[config.mk]
export PLATFORM = sky130hd
export DESIGN_NAME = output_divider_config
export DESIGN_NICKNAME = d
export VERILOG_FILES = /design/src/rtl/clock_period_divider.v /design/src/rtl/output_divider_config.v
export VERILOG_INCLUDE_DIRS = /design/src /design/src/rtl
export SDC_FILE = /design/constraint.sdc
export NUM_CORES = 1
export LEC_CHECK = 0
export ABC_AREA = 1
export BUFFER_PORTS_ARGS = -buffer_cell sky130_fd_sc_hd__buf_2
export CORE_AREA = 4 4 234 236
export DETAILED_ROUTE_END_ITERATION = 8
export DIE_AREA = 0 0 238 240
export PLACE_DENSITY_LB_ADDON = 0.12
export SETUP_SLACK_MARGIN = 0.4
export SLEW_MARGIN = 40
export SYNTH_ARGS = -nofsm -noshare
export SYNTH_HDL_FRONTEND = slang
export SYNTH_SLANG_ARGS = --single-unit
[constraint.sdc]
create_clock -name clk_sys_in -period 10 [get_ports clk_sys_in]
set_clock_uncertainty 0.2 [all_clocks]
set_input_delay 1.5 -clock clk_sys_in [delete_from_list [all_inputs] [get_ports clk_sys_in]]
set_output_delay 1.5 -clock clk_sys_in [all_outputs]
set_load 0.02 [all_outputs]
[src/rtl/output_divider_regs.vh]
`ifndef OUTPUT_DIVIDER_REGS_VH
`define OUTPUT_DIVIDER_REGS_VH

// Byte offsets on the serial configuration port.
`define OFS_OUTPUT0_DIVIDE_RATIO 8'h3f
`define OFS_OUTPUT1_DIVIDE_RATIO 8'h42
`define OFS_OUTPUT2_DIVIDE_RATIO 8'h45
`define OFS_OUTPUT3_INT_DIVIDE_HIGH 8'h48
`define OFS_OUTPUT3_INT_DIVIDE_MID 8'h49
`define OFS_OUTPUT3_INT_DIVIDE_LOW 8'h4a
`define OFS_OUTPUT3_FRACTION_TOP 8'h5f
`define OFS_OUTPUT3_FRACTION_UPPER 8'h60
`define OFS_OUTPUT3_FRACTION_MIDDLE 8'h61
`define OFS_OUTPUT3_FRACTION_LOWER 8'h62
`define OFS_OUTPUT_SOURCE_CONTROL 8'h63

// Field positions.
`define RESYNC_BIT 7
`define INT_HIGH_MSB 1
`define FRAC_TOP_MSB 3

// Reset values.
`define RST_INTEGER_DIVIDE_CODE 8'h03
`define RST_FRACTIONAL_INTEGER_CODE 18'h20002
`define RST_FRACTIONAL_FRACTION_CODE 28'h0000000
`define RST_RESYNC_CONTROL 1'h0

// Smallest integer code the fractional output accepts.
`define MIN_FRACTIONAL_INTEGER_CODE 18'h00003

`endif

[src/rtl/clock_period_divider.v]
`timescale 1ns/1ps
`default_nettype none

// Divides clk_sys_in by period_in + extra_in cycles. A new length is taken
// only at the end of a period or while held, so the running ratio never sees a mix.
module clock_period_divider (
    input wire clk_sys_in,
    input wire rst_in,
    input wire hold_in,
    input wire [18:0] period_in,
    input wire [1:0] extra_in,
    output reg clk_out,
    output reg wrap_out
);

    reg [19:0] cnt_ff;
    reg [19:0] len_ff;
    reg [19:0] nxt_cnt;
    reg [19:0] nxt_len;
    reg nxt_clk;
    reg nxt_wrap;
    wire [19:0] req_len;

    assign req_len = {1'b0, period_in} + {18'h00000, extra_in};

    always @* begin
        nxt_cnt = cnt_ff + 20'h00001;
        nxt_len = len_ff;
        nxt_wrap = 1'b0;
        if (hold_in) begin
            // Held dividers park on their last count, so every one of them
            // wraps on the first edge after release; those of length 2 or more also rise.
            nxt_cnt = req_len - 20'h00001;
            nxt_len = req_len;
        end else if (cnt_ff >= len_ff - 20'h00001) begin
            nxt_cnt = 20'h00000;
            nxt_len = req_len;
            nxt_wrap = 1'b1;
        end
        nxt_clk = 1'b0;
        if (!hold_in && nxt_cnt < (nxt_len >> 1)) begin
            nxt_clk = 1'b1;
        end
    end

    always @(posedge clk_sys_in or posedge rst_in) begin
        if (rst_in) begin
            cnt_ff <= 20'h00000;
            len_ff <= 20'h00003;
            clk_out <= 1'b0;
            wrap_out <= 1'b0;
        end else begin
            cnt_ff <= nxt_cnt;
            len_ff <= nxt_len;
            clk_out <= nxt_clk;
            wrap_out <= nxt_wrap;
        end
    end

endmodule // clock_period_divider

`default_nettype wire

[src/rtl/output_divider_config.v]
`timescale 1ns/1ps
`default_nettype none
`include "output_divider_regs.vh"

module output_divider_config (
    input wire clk_sys_in,
    input wire rst_in,
    input wire [7:0] cfg_addr_in,
    input wire [7:0] cfg_wdata_in,
    input wire cfg_wr_in,
    input wire cfg_rd_in,
    output reg [7:0] cfg_rdata_out,
    output wire [3:0] div_clk_out
);

    // Committed divide codes, the values the dividers run from.
    reg [7:0] first_output_divide_code_ff;
    reg [7:0] second_output_divide_code_ff;
    reg [7:0] third_output_divide_code_ff;
    reg [17:0] fractional_output_integer_code_ff;
    reg [27:0] fractional_output_fraction_code_ff;
    reg divider_resync_control_ff;

    // Staging bytes for the multi-byte codes.
    reg [1:0] int_high_stage_ff;
    reg [7:0] int_mid_stage_ff;
    reg [3:0] frac_top_stage_ff;
    reg [7:0] frac_upper_stage_ff;
    reg [7:0] frac_middle_stage_ff;

    // Reset codes held at full width, so staging bytes take exact slices.
    localparam [17:0] RST_INT_CODE = `RST_FRACTIONAL_INTEGER_CODE;
    localparam [27:0] RST_FRAC_CODE = `RST_FRACTIONAL_FRACTION_CODE;

    // Phase accumulator of the fractional output.
    reg [27:0] frac_acc_ff;
    reg [1:0] frac_extra_ff;

    reg [7:0] nxt_rdata;
    wire [17:0] int_candidate;
    wire int_candidate_ok;
    wire [29:0] acc_sum;
    wire [18:0] frac_period;
    wire frac_wrap;
    wire [7:0] int_code [0:2];

    wire wr_int_low;
    wire wr_frac_lower;

    assign wr_int_low = cfg_wr_in &&
        (cfg_addr_in == `OFS_OUTPUT3_INT_DIVIDE_LOW);
    assign wr_frac_lower = cfg_wr_in &&
        (cfg_addr_in == `OFS_OUTPUT3_FRACTION_LOWER);

    assign int_candidate = {int_high_stage_ff, int_mid_stage_ff,
        cfg_wdata_in};
    assign int_candidate_ok =
        (int_candidate >= `MIN_FRACTIONAL_INTEGER_CODE);

    // Integer code registers.
    always @(posedge clk_sys_in or posedge rst_in) begin
        if (rst_in) begin
            first_output_divide_code_ff <= `RST_INTEGER_DIVIDE_CODE;
            second_output_divide_code_ff <= `RST_INTEGER_DIVIDE_CODE;
            third_output_divide_code_ff <= `RST_INTEGER_DIVIDE_CODE;
            divider_resync_control_ff <= `RST_RESYNC_CONTROL;
        end else if (cfg_wr_in) begin
            // No legality check here: a divide code byte is kept whole as written; 63h keeps only bit 7.
            if (cfg_addr_in == `OFS_OUTPUT0_DIVIDE_RATIO) begin
                first_output_divide_code_ff <= cfg_wdata_in;
            end else if (cfg_addr_in == `OFS_OUTPUT1_DIVIDE_RATIO) begin
                second_output_divide_code_ff <= cfg_wdata_in;
            end else if (cfg_addr_in == `OFS_OUTPUT2_DIVIDE_RATIO) begin
                third_output_divide_code_ff <= cfg_wdata_in;
            end else if (cfg_addr_in == `OFS_OUTPUT_SOURCE_CONTROL) begin
                divider_resync_control_ff <=
                    cfg_wdata_in[`RESYNC_BIT];
            end
        end
    end

    // Fractional output integer code: upper bytes stage, low byte commits.
    always @(posedge clk_sys_in or posedge rst_in) begin
        if (rst_in) begin
            fractional_output_integer_code_ff <=
                `RST_FRACTIONAL_INTEGER_CODE;
            int_high_stage_ff <= RST_INT_CODE[17:16];
            int_mid_stage_ff <= RST_INT_CODE[15:8];
        end else if (wr_int_low) begin
            if (int_candidate_ok) begin
                fractional_output_integer_code_ff <= int_candidate;
            end else begin
                // Refused value: staging falls back to the running code.
                int_high_stage_ff <=
                    fractional_output_integer_code_ff[17:16];
                int_mid_stage_ff <=
                    fractional_output_integer_code_ff[15:8];
            end
        end else if (cfg_wr_in) begin
            if (cfg_addr_in == `OFS_OUTPUT3_INT_DIVIDE_HIGH) begin
                int_high_stage_ff <= cfg_wdata_in[`INT_HIGH_MSB:0];
            end else if (cfg_addr_in == `OFS_OUTPUT3_INT_DIVIDE_MID) begin
                int_mid_stage_ff <= cfg_wdata_in;
            end
        end
    end

    // Fraction code: the top three bytes stage, the lower byte commits.
    always @(posedge clk_sys_in or posedge rst_in) begin
        if (rst_in) begin
            fractional_output_fraction_code_ff <=
                `RST_FRACTIONAL_FRACTION_CODE;
            frac_top_stage_ff <= RST_FRAC_CODE[27:24];
            frac_upper_stage_ff <= RST_FRAC_CODE[23:16];
            frac_middle_stage_ff <= RST_FRAC_CODE[15:8];
        end else if (wr_frac_lower) begin
            fractional_output_fraction_code_ff <= {frac_top_stage_ff,
                frac_upper_stage_ff, frac_middle_stage_ff,
                cfg_wdata_in};
        end else if (cfg_wr_in) begin
            if (cfg_addr_in == `OFS_OUTPUT3_FRACTION_TOP) begin
                frac_top_stage_ff <= cfg_wdata_in[`FRAC_TOP_MSB:0];
            end else if (cfg_addr_in == `OFS_OUTPUT3_FRACTION_UPPER) begin
                frac_upper_stage_ff <= cfg_wdata_in;
            end else if (cfg_addr_in == `OFS_OUTPUT3_FRACTION_MIDDLE) begin
                frac_middle_stage_ff <= cfg_wdata_in;
            end
        end
    end

    // Read data; reserved bits and unmapped offsets read as zero.
    always @* begin
        nxt_rdata = cfg_rdata_out;
        if (cfg_rd_in) begin
            if (cfg_addr_in == `OFS_OUTPUT0_DIVIDE_RATIO) begin
                nxt_rdata = first_output_divide_code_ff;
            end else if (cfg_addr_in == `OFS_OUTPUT1_DIVIDE_RATIO) begin
                nxt_rdata = second_output_divide_code_ff;
            end else if (cfg_addr_in == `OFS_OUTPUT2_DIVIDE_RATIO) begin
                nxt_rdata = third_output_divide_code_ff;
            end else if (cfg_addr_in == `OFS_OUTPUT3_INT_DIVIDE_HIGH) begin
                nxt_rdata = {6'h00, int_high_stage_ff};
            end else if (cfg_addr_in == `OFS_OUTPUT3_INT_DIVIDE_MID) begin
                nxt_rdata = int_mid_stage_ff;
            end else if (cfg_addr_in == `OFS_OUTPUT3_INT_DIVIDE_LOW) begin
                nxt_rdata = fractional_output_integer_code_ff[7:0];
            end else if (cfg_addr_in == `OFS_OUTPUT3_FRACTION_TOP) begin
                nxt_rdata = {4'h0, frac_top_stage_ff};
            end else if (cfg_addr_in == `OFS_OUTPUT3_FRACTION_UPPER) begin
                nxt_rdata = frac_upper_stage_ff;
            end else if (cfg_addr_in == `OFS_OUTPUT3_FRACTION_MIDDLE) begin
                nxt_rdata = frac_middle_stage_ff;
            end else if (cfg_addr_in == `OFS_OUTPUT3_FRACTION_LOWER) begin
                nxt_rdata = fractional_output_fraction_code_ff[7:0];
            end else if (cfg_addr_in == `OFS_OUTPUT_SOURCE_CONTROL) begin
                nxt_rdata = {divider_resync_control_ff, 7'h00};
            end else begin
                nxt_rdata = 8'h00;
            end
        end
    end

    always @(posedge clk_sys_in or posedge rst_in) begin
        if (rst_in) begin
            cfg_rdata_out <= 8'h00;
        end else begin
            cfg_rdata_out <= nxt_rdata;
        end
    end

    // The accumulator steps by twice the fraction code each output period;
    // its overflow lengthens the next period by one or two source cycles.
    assign acc_sum = {2'h0, frac_acc_ff} +
        {1'b0, fractional_output_fraction_code_ff, 1'b0};
    assign frac_period = {fractional_output_integer_code_ff, 1'b0};

    always @(posedge clk_sys_in or posedge rst_in) begin
        if (rst_in) begin
            frac_acc_ff <= 28'h0000000;
            frac_extra_ff <= 2'h0;
        end else if (divider_resync_control_ff) begin
            frac_acc_ff <= 28'h0000000;
            frac_extra_ff <= 2'h0;
        end else if (frac_wrap) begin
            frac_acc_ff <= acc_sum[27:0];
            frac_extra_ff <= acc_sum[29:28];
        end
    end

    assign int_code[0] = first_output_divide_code_ff;
    assign int_code[1] = second_output_divide_code_ff;
    assign int_code[2] = third_output_divide_code_ff;

    // Odd codes above 06h are divided as written; their use is forbidden.
    genvar gi;
    generate
        for (gi = 0; gi < 3; gi = gi + 1) begin : g_int_div
            clock_period_divider u_div (
                .clk_sys_in(clk_sys_in),
                .rst_in(rst_in),
                .hold_in(divider_resync_control_ff),
                .period_in({11'h000, int_code[gi]}),
                .extra_in(2'h0),
                .clk_out(div_clk_out[gi]),
                .wrap_out()
            );
        end
    endgenerate

    clock_period_divider u_frac_div (
        .clk_sys_in(clk_sys_in),
        .rst_in(rst_in),
        .hold_in(divider_resync_control_ff),
        .period_in(frac_period),
        .extra_in(frac_extra_ff),
        .clk_out(div_clk_out[3]),
        .wrap_out(frac_wrap)
    );

endmodule // output_divider_config

`default_nettype wire

# After elaboration in Yosys (flattened, before gate mapping)
# Cells that the tools add are included.
word_totals:
  register_bits: 304
  latch_bits: 0
  ramBits: 0
  mem_bits_ro: 0
  inputBits: 20
  out_inout_bits: 12
  word_cells: 144
  mem_count: 0
op_classes:
  n_addsub: 14
  n_mul: 0
  n_div: 0
  magnitude_cmp: 9
  n_eq_ne: 13
  n_shift: 0
  mux: 46
  n_bitwise: 6
  reduce_logical: 25
op_table:
  columns: ["cell", "n"]
  rows:
  - ["two-way mux 20 bit", 16]
  - ["two-way mux 8 bit", 16]
  - ["subtractor 20 x 1 -> 20 bit, second input constant", 5]
  - ["adder 20 x 1 -> 20 bit, second input constant", 4]
  - ["equality test 8 x 7 -> 1 bit, second input constant", 10]
  - ["greater-or-equal comparator 20 bit", 4]
  - ["< comparator 20 x 19 -> 1 bit", 4]
  - ["two-way mux 28 bit", 2]
  - ["adder 28 x 29 -> 30 bit", 1]
  - ["subtractor 8 x 1 -> 9 bit, second input constant", 3]
  - ["adder 19 x 2 -> 20 bit", 1]
  - ["greater-or-equal comparator 18 x 2 -> 1 bit, second input constant", 1]
  - ["nonzero test 2 bit", 8]
  - ["two-way mux 2 bit", 6]
  - ["AND reduction 4 bit", 3]
  - ["AND reduction 5 bit", 2]
  - ["AND reduction 3 bit", 3]
  - ["equality test 8 x 6 -> 1 bit, second input constant", 1]
  - ["logical AND 1 bit", 6]
  - ["two-way mux 1 bit", 6]
  - ["inverter 1 bit", 6]
  - ["!= test 2 bit, second input constant", 2]
  - ["AND reduction 2 bit", 2]
  - ["zero test 1 bit", 1]

# Depth between registers and ports, before layout
logic_depth:
  word_depth: 12
  depth_mapped: 35
  depth_no_buf: 34

# By module
# A second synthesis with hierarchy kept.
hier_totals:
  cells_unflattened: 3751
  hier_area_um2: 25497.0
modules_own_cells:
  columns: ["module", "n_inst", "cells_per_inst", "area_per_inst_um2", "seq_area_each_um2"]
  rows:
  - ["clock_period_divider (g_int_div[0].u_div ...)", 3, 681, 4456.8, 1053.5]
  - ["output_divider_config", 1, 1064, 7830.0, 3464.6]
  - ["clock_period_divider (g_int_div[1].u_div)", 1, 644, 4296.6, 1053.5]

# Worst setup path after synthesis
# No wires, ideal clock.
synth_timing:
  kind: "register to register"
  startpoint: "register u_frac_div.len_ff[0]"
  endpoint: "register u_frac_div.clk_out"
  setup_ns: 0.063
  arrival_ns: 4.394
  t_required_ns: 9.737
  path_slack_ns: 5.343
  stages_incl_launch_ff: 32
  path_buffers: 1
  period_less_slack_ns: 4.657
  path_cell_list: "dfstp_2 > inv_1 > ha_1 > inv_1 > nor4_2 > inv_1 > nor3_2 > nand4_1 > nor3_1 > inv_1 > nor3_2 > nand3b_1 > xor2_1 > ha_1 > nand2_1 > nor2_1 > nand4_1 > inv_1 > a21oi_1 > nand3_1 > clkbuf_1 > o32ai_1 > ha_1 > a21oi_1 > o21ai_0 > nand3_1 > a21oi_1 > a211oi_1 > nand2_1 > nand2_1 > nand2_1 > inv_1"
synth_via:
  elab_chain_len: 7
  word_cells_on_any_way: 9
  classes_between: "add/sub (1); order compare (2); mux (5); reduce/logical (1)"
synth_lines:
  columns: ["item", "line_no", "text"]
  rows:
  - ["from (decl)", "clock_period_divider.v:17", "reg [19:0] len_ff;"]
  - ["from (signal assigned)", "clock_period_divider.v:54", "len_ff <= nxt_len;"]
  - ["subtractor 20 x 1 -> 20 bit", "clock_period_divider.v:35", "end else if (cnt_ff >= len_ff - 20'h00001) begin"]
  - ["greater-or-equal comparator 20 bit", "clock_period_divider.v:35", null]
  - ["two-way mux 20 bit", "clock_period_divider.v:35", null]
  - ["two-way mux 20 bit", "clock_period_divider.v:30", "if (hold_in) begin"]
  - ["net u_frac_div.nxt_cnt[7]", "clock_period_divider.v:18", "reg [19:0] nxt_cnt;"]
  - ["< comparator 20 x 19 -> 1 bit", "clock_period_divider.v:41", "if (!hold_in && nxt_cnt < (nxt_len >> 1)) begin"]
  - ["logical AND 1 bit", "clock_period_divider.v:41", null]
  - ["two-way mux 1 bit", "clock_period_divider.v:41", null]
  - ["net u_frac_div.nxt_clk", "clock_period_divider.v:20", "reg nxt_clk;"]
  - ["to (signal assigned)", "clock_period_divider.v:55", "clk_out <= nxt_clk;"]
  - ["to (decl)", "clock_period_divider.v:12", "output reg clk_out,"]
# The timed path passes the listed nets, and every way through them passes these cells. The select of a mux whose other input is x is not followed.
# A chain may end at the register's enable or synchronous reset.

# Worst setup path in the final report
layout_timing:
  startpoint: "register g_int_div[2].u_div.len_ff[2]"
  endpoint: "register g_int_div[2].u_div.clk_out"
layout_via:
  elab_chain_len: 7
  word_cells_on_any_way: 9
  classes_between: "add/sub (1); order compare (2); mux (5); reduce/logical (1)"
layout_lines:
  columns: ["item", "line_no"]
  rows:
  - ["from (decl)", "clock_period_divider.v:17"]
  - ["from (signal assigned)", "clock_period_divider.v:54"]
  - ["subtractor 20 x 1 -> 20 bit", "clock_period_divider.v:35"]
  - ["greater-or-equal comparator 20 bit", "clock_period_divider.v:35"]
  - ["two-way mux 20 bit", "clock_period_divider.v:35"]
  - ["two-way mux 20 bit", "clock_period_divider.v:30"]
  - ["< comparator 20 x 19 -> 1 bit (*)", "clock_period_divider.v:41"]
  - ["logical AND 1 bit (*)", "clock_period_divider.v:41"]
  - ["two-way mux 1 bit (*)", "clock_period_divider.v:41"]
  - ["net g_int_div[2].u_div.nxt_clk", "clock_period_divider.v:20"]
  - ["to (signal assigned)", "clock_period_divider.v:55"]
  - ["to (decl)", "clock_period_divider.v:12"]
# The timed path passes the listed nets; every way through them passes the cells marked *. The select of a mux whose other input is x is not followed.

==> impl_summary.md <==
Detailed routing
The detailed-routed wire length on met3 is 2.27 mm. The total wire length is 57.2 mm. The detail route stage leaves a number of antenna-violating nets equal to 0. The pre-antenna-repair detailed-routing pass consisted of 5 iterations. For this run, design rule violations remaining after detail routing come to 0. The detail-routed net length per standard cell is 16.4 um.

The number of vias after detailed routing is 18000. The routed metal-1 wire length is 27.6 mm. After detailed routing, the number of vias per cell comes to 5.17. Routed signal wires occupy layers up through met4. Detailed routing placed a total of 25.6 mm of wire on met2. In this run, the number of DRC markers left after iteration 0 of detailed routing was 1157.

GRT
The pin count of the biggest net entering global routing is 98. In the global route stage, overall resource usage came out at 0.200. The number of antenna violations at the first check in global routing is 2. The total overflow left after global routing is 0. The first global-routing pass estimated 93.8 mm of wire. The number of global-route vias before repair is 17800.

Floorplan
The die covers 57100 sq um. During I/O placement, the number of pins put on the boundary was 32. The number of rows in the core area is 84. The die boundary width is 238 um.

The initial utilization of the core area, before any placement, comes to 0.400. The total area inside the core boundary comes to 52400 sq um. The die height is 240 um.

Finish
After the last flow step, the layout net total stands at 2982. The signed area change from the synthesized netlist to the final layout is 10.7%. The fill cell instance count of the final layout is 5261. The finished cells cover 23200 sq um. Once layout is complete, the utilization of the core stands at 0.443.

The finished layout holds 3488 standard cells, fillers aside. The fraction of final layout cells with drive strength greater than 1 is 0.0826.

Clocking
The clock sink count is 303. The clock transition time at the flip-flop clock pins of the worst setup and hold paths is 60 ps. After clock tree synthesis, the repair step resized 0 gates. Buffers inserted to repair hold after CTS numbered 0.

The number of buffers on the longest clock path is 3. The H-tree was split into 2 levels. TritonCTS built the clock tree. The post-CTS setup buffer count is 0. The clock latency at the later pin of the worst-skew pair is 550 ps. The buffer type at the clock tree root is sky130_fd_sc_hd__clkbuf_16. TritonCTS created 39 clock buffers.

Worst setup path
The startpoint identified for the worst register-to-register timing path is g_int_div[2].u_div.len_ff[2]. The register-to-register setup slack is 3850 ps. The kind of cell with the highest combined delay on the critical path is simple AND/OR/NAND/NOR gates. The critical path is of the reg2reg type. The worst setup path is captured at a register. Of all nets on the critical path, the largest fanout is 32. At the worst endpoint, the arrival time is 6420 ps. The slowest cell on the critical path is sky130_fd_sc_hd__a2111oi_0. The sum of buffers and inverters on the critical path is 2.

The number of cells on the worst reg-to-reg path is 28. The delay of the slowest cell on the worst path is 540 ps. Data on the critical path is required at its endpoint by 10270 ps. The category of the worst setup path launch point is a register. The worst reg2reg path endpoint is g_int_div[2].u_div.clk_out. The library cell appearing most often on the critical path is sky130_fd_sc_hd__nor2_1.

The critical path starts at g_int_div[2].u_div.len_ff[2].

Timing
The top achievable clock speed is 0.163 GHz. The final period utilization is 0.615. In this run the tightest slew margin relative to its limit is 0.457. The number of hold violations in the final report is 0.

The setup slack of the critical path after layout is 3850 ps. The final critical delay including setup and external delays is 6150 ps. The worst-case hold slack is 274 ps.

The number of slew-limit violations in the final report is 0. Setup repair after global routing left no endpoint under its margin. The total negative setup slack is 0 ps. Setup violations remaining at the end of the flow were counted as 0. The slew at the pin with the worst max-slew slack is 812 ps.

Logic synthesis
Of the total synthesized cell area, the portion taken by full adders, half adders and majority gates is 0.116. The count of distinct cell types in the synthesized netlist is 64. Among all flip-flop cells after synthesis, the most frequent one is sky130_fd_sc_hd__dfrtp_1. The fraction of the mapped netlist area in simple logic gates is 0.236.

The post-synthesis share of cell area spent on xor and xnor gates is 0.0600. In the post-synthesis netlist, the cell with the most instances is sky130_fd_sc_hd__nand2_1. The number of flops mapped to enable cells by yosys is 0. The net count after synthesis is 2949.

The Yosys step of the flow raised 0 warnings. The combinational family with the most area after synthesis is simple AND/OR/NAND/NOR gates. The cell type contributing the most total cell area after synthesis is sky130_fd_sc_hd__dfrtp_1. The register bit total from synthesis is 303. The number of instances in the synthesized netlist is 2735. Yosys attributes the largest share of cell area to sky130_fd_sc_hd__dfrtp_1 (34%), sky130_fd_sc_hd__ha_1 (12%), sky130_fd_sc_hd__nand2_1 (9.9%). The average instance in the mapped netlist occupies 7.67 sq um. The async set or reset register ratio after synthesis is 1.00. By count the netlist is led by sky130_fd_sc_hd__nand2_1 (555), sky130_fd_sc_hd__inv_1 (419), sky130_fd_sc_hd__dfrtp_1 (286).

The compound-gate portion of the synthesized area is 0.133. The mux share of post-synthesis cell area is 0.00537. The fraction of synthesized cell area taken by the top area cell type is 0.341. The share of the Yosys chip area taken by registers is 0.363.

The combined area of all synthesized cells is 21000 sq um.

Place
The setup slack at placement is 3810 ps. The placed instances occupy a cell area of 21900 sq um. The congestion estimate from routability-driven global placement came to 0.910. In this run, placement finished with an instance count of 3415.

The quantity of I/O buffers inserted on ports is 31. The detailed placement HPWL is 43.3 mm.

Power and ir drop
The cell-internal power is 2.82 mW. Power comes to 4.49 mW. The leakage power figure is 11.7 nW. The worst-case vdd ir drop is 0.000109 V.

In this run the power density over the cells is 193 nW/um^2. Of the total power, the share spent switching nets is 0.373. The part of the power in combinational logic is 0.343. The sequential share of power is 0.337. The net switching power is 1.67 mW. The share of total power dissipated in the clock network is 0.320.

Outcome
The run finished with clean final reports.

Min path
The worst hold path passes through 2 cells. In this run the most critical hold path is launched from cfg_rdata_out[4]. The classification of the worst-slack hold path is reg2reg. The worst hold path terminates at cfg_rdata_out[4].

Flow run
Max-cap violations in this run came to 0.
-- layout make-up --
type | count | area (sq um) | share of cell area
Antenna cell | 2 | 5.00 | 0.000216
Sequential cell | 303 | 7600 | 0.328
Timing Repair Buffer | 43 | 285 | 0.0123
Multi-Input combinational cell | 1953 | 11500 | 0.497
Inverter | 428 | 1610 | 0.0694
Clock buffer | 59 | 1160 | 0.0501
Tap cell | 688 | 861 | 0.0371
Clock inverter | 12 | 135 | 0.00582
-- power by group through the flow --
stage,sequential [mW],clock [mW],combinational [mW]
floorplan,1.48,0,1.18
global placement,1.53,0,1.50
detailed placement,1.53,0,1.54
CTS,1.51,1.48,1.55
global route,1.53,1.53,1.81
finish,1.51,1.44,1.54
-- logic make-up (layout without fill, tap and decap cells) --
family | count (synthesis) | count (layout)
adder cells (fa/ha/maj) | 194 | 194
AO/OA/AOI/OAI | 504 | 504
multiplexers | 10 | 10
buffers and inverters | 479 | 542
other | 0 | 2
AND/OR/NAND/NOR | 1103 | 1103
XOR/XNOR | 142 | 142
flip-flops | 303 | 303
-- worst max-delay path by stage --
stage,to,slack [ps],cells past startpoint
after floorplan,cfg_rdata_out[0],4280,1
after global placement,g_int_div[2].u_div.clk_out,3500,28
after detailed placement,g_int_div[2].u_div.clk_out,3810,28
after CTS,g_int_div[2].u_div.clk_out,3770,28
after global routing,g_int_div[2].u_div.clk_out,3140,28
final,g_int_div[2].u_div.clk_out,3850,28
-- registers in the layout, indices dropped and copies added, names as in the netlist, 18 cells and up --
register / flops
frac_acc_ff: 27
g_int_div.u_div.cnt_ff: 60
u_frac_div.len_ff: 20
g_int_div.u_div.len_ff: 60
fractional_output_integer_code_ff: 18
fractional_output_fraction_code_ff: 28
u_frac_div.cnt_ff: 20
-- tightest hold or removal path, delay by kind of cell (launching register included) --
kind	cells	cell delay, ps
and+or+nand+nor	2	110
DFF	1	330
-- placed cells by master, fill, tap and decap left out, types with 35 or more instances in the layout --
cell type	Yosys	layout
sky130_fd_sc_hd__xor2_1	105	105
sky130_fd_sc_hd__xnor2_1	35	35
sky130_fd_sc_hd__nor2_1	238	237
sky130_fd_sc_hd__nand2_1	555	554
sky130_fd_sc_hd__nand4_1	54	54
sky130_fd_sc_hd__o21ai_0	258	258
sky130_fd_sc_hd__dfrtp_1	286	285
sky130_fd_sc_hd__clkbuf_16	0	41
sky130_fd_sc_hd__nand3_1	106	106
sky130_fd_sc_hd__nor3_1	43	42
sky130_fd_sc_hd__a21oi_1	132	132
sky130_fd_sc_hd__inv_1	419	418
sky130_fd_sc_hd__ha_1	193	193
-- layer usage --
| layer | vias to the layer above | track usage |
|---|---|---|
| li1 | 9063 | - |
| met1 | 8515 | 0.285 |
| met2 | 337 | 0.318 |
| met3 | 101 | 0.0267 |
| met4 | 0 | 0.0651 |
| met5 | - | 0 |
No activity file was read; power rests on OpenSTA's default activity.
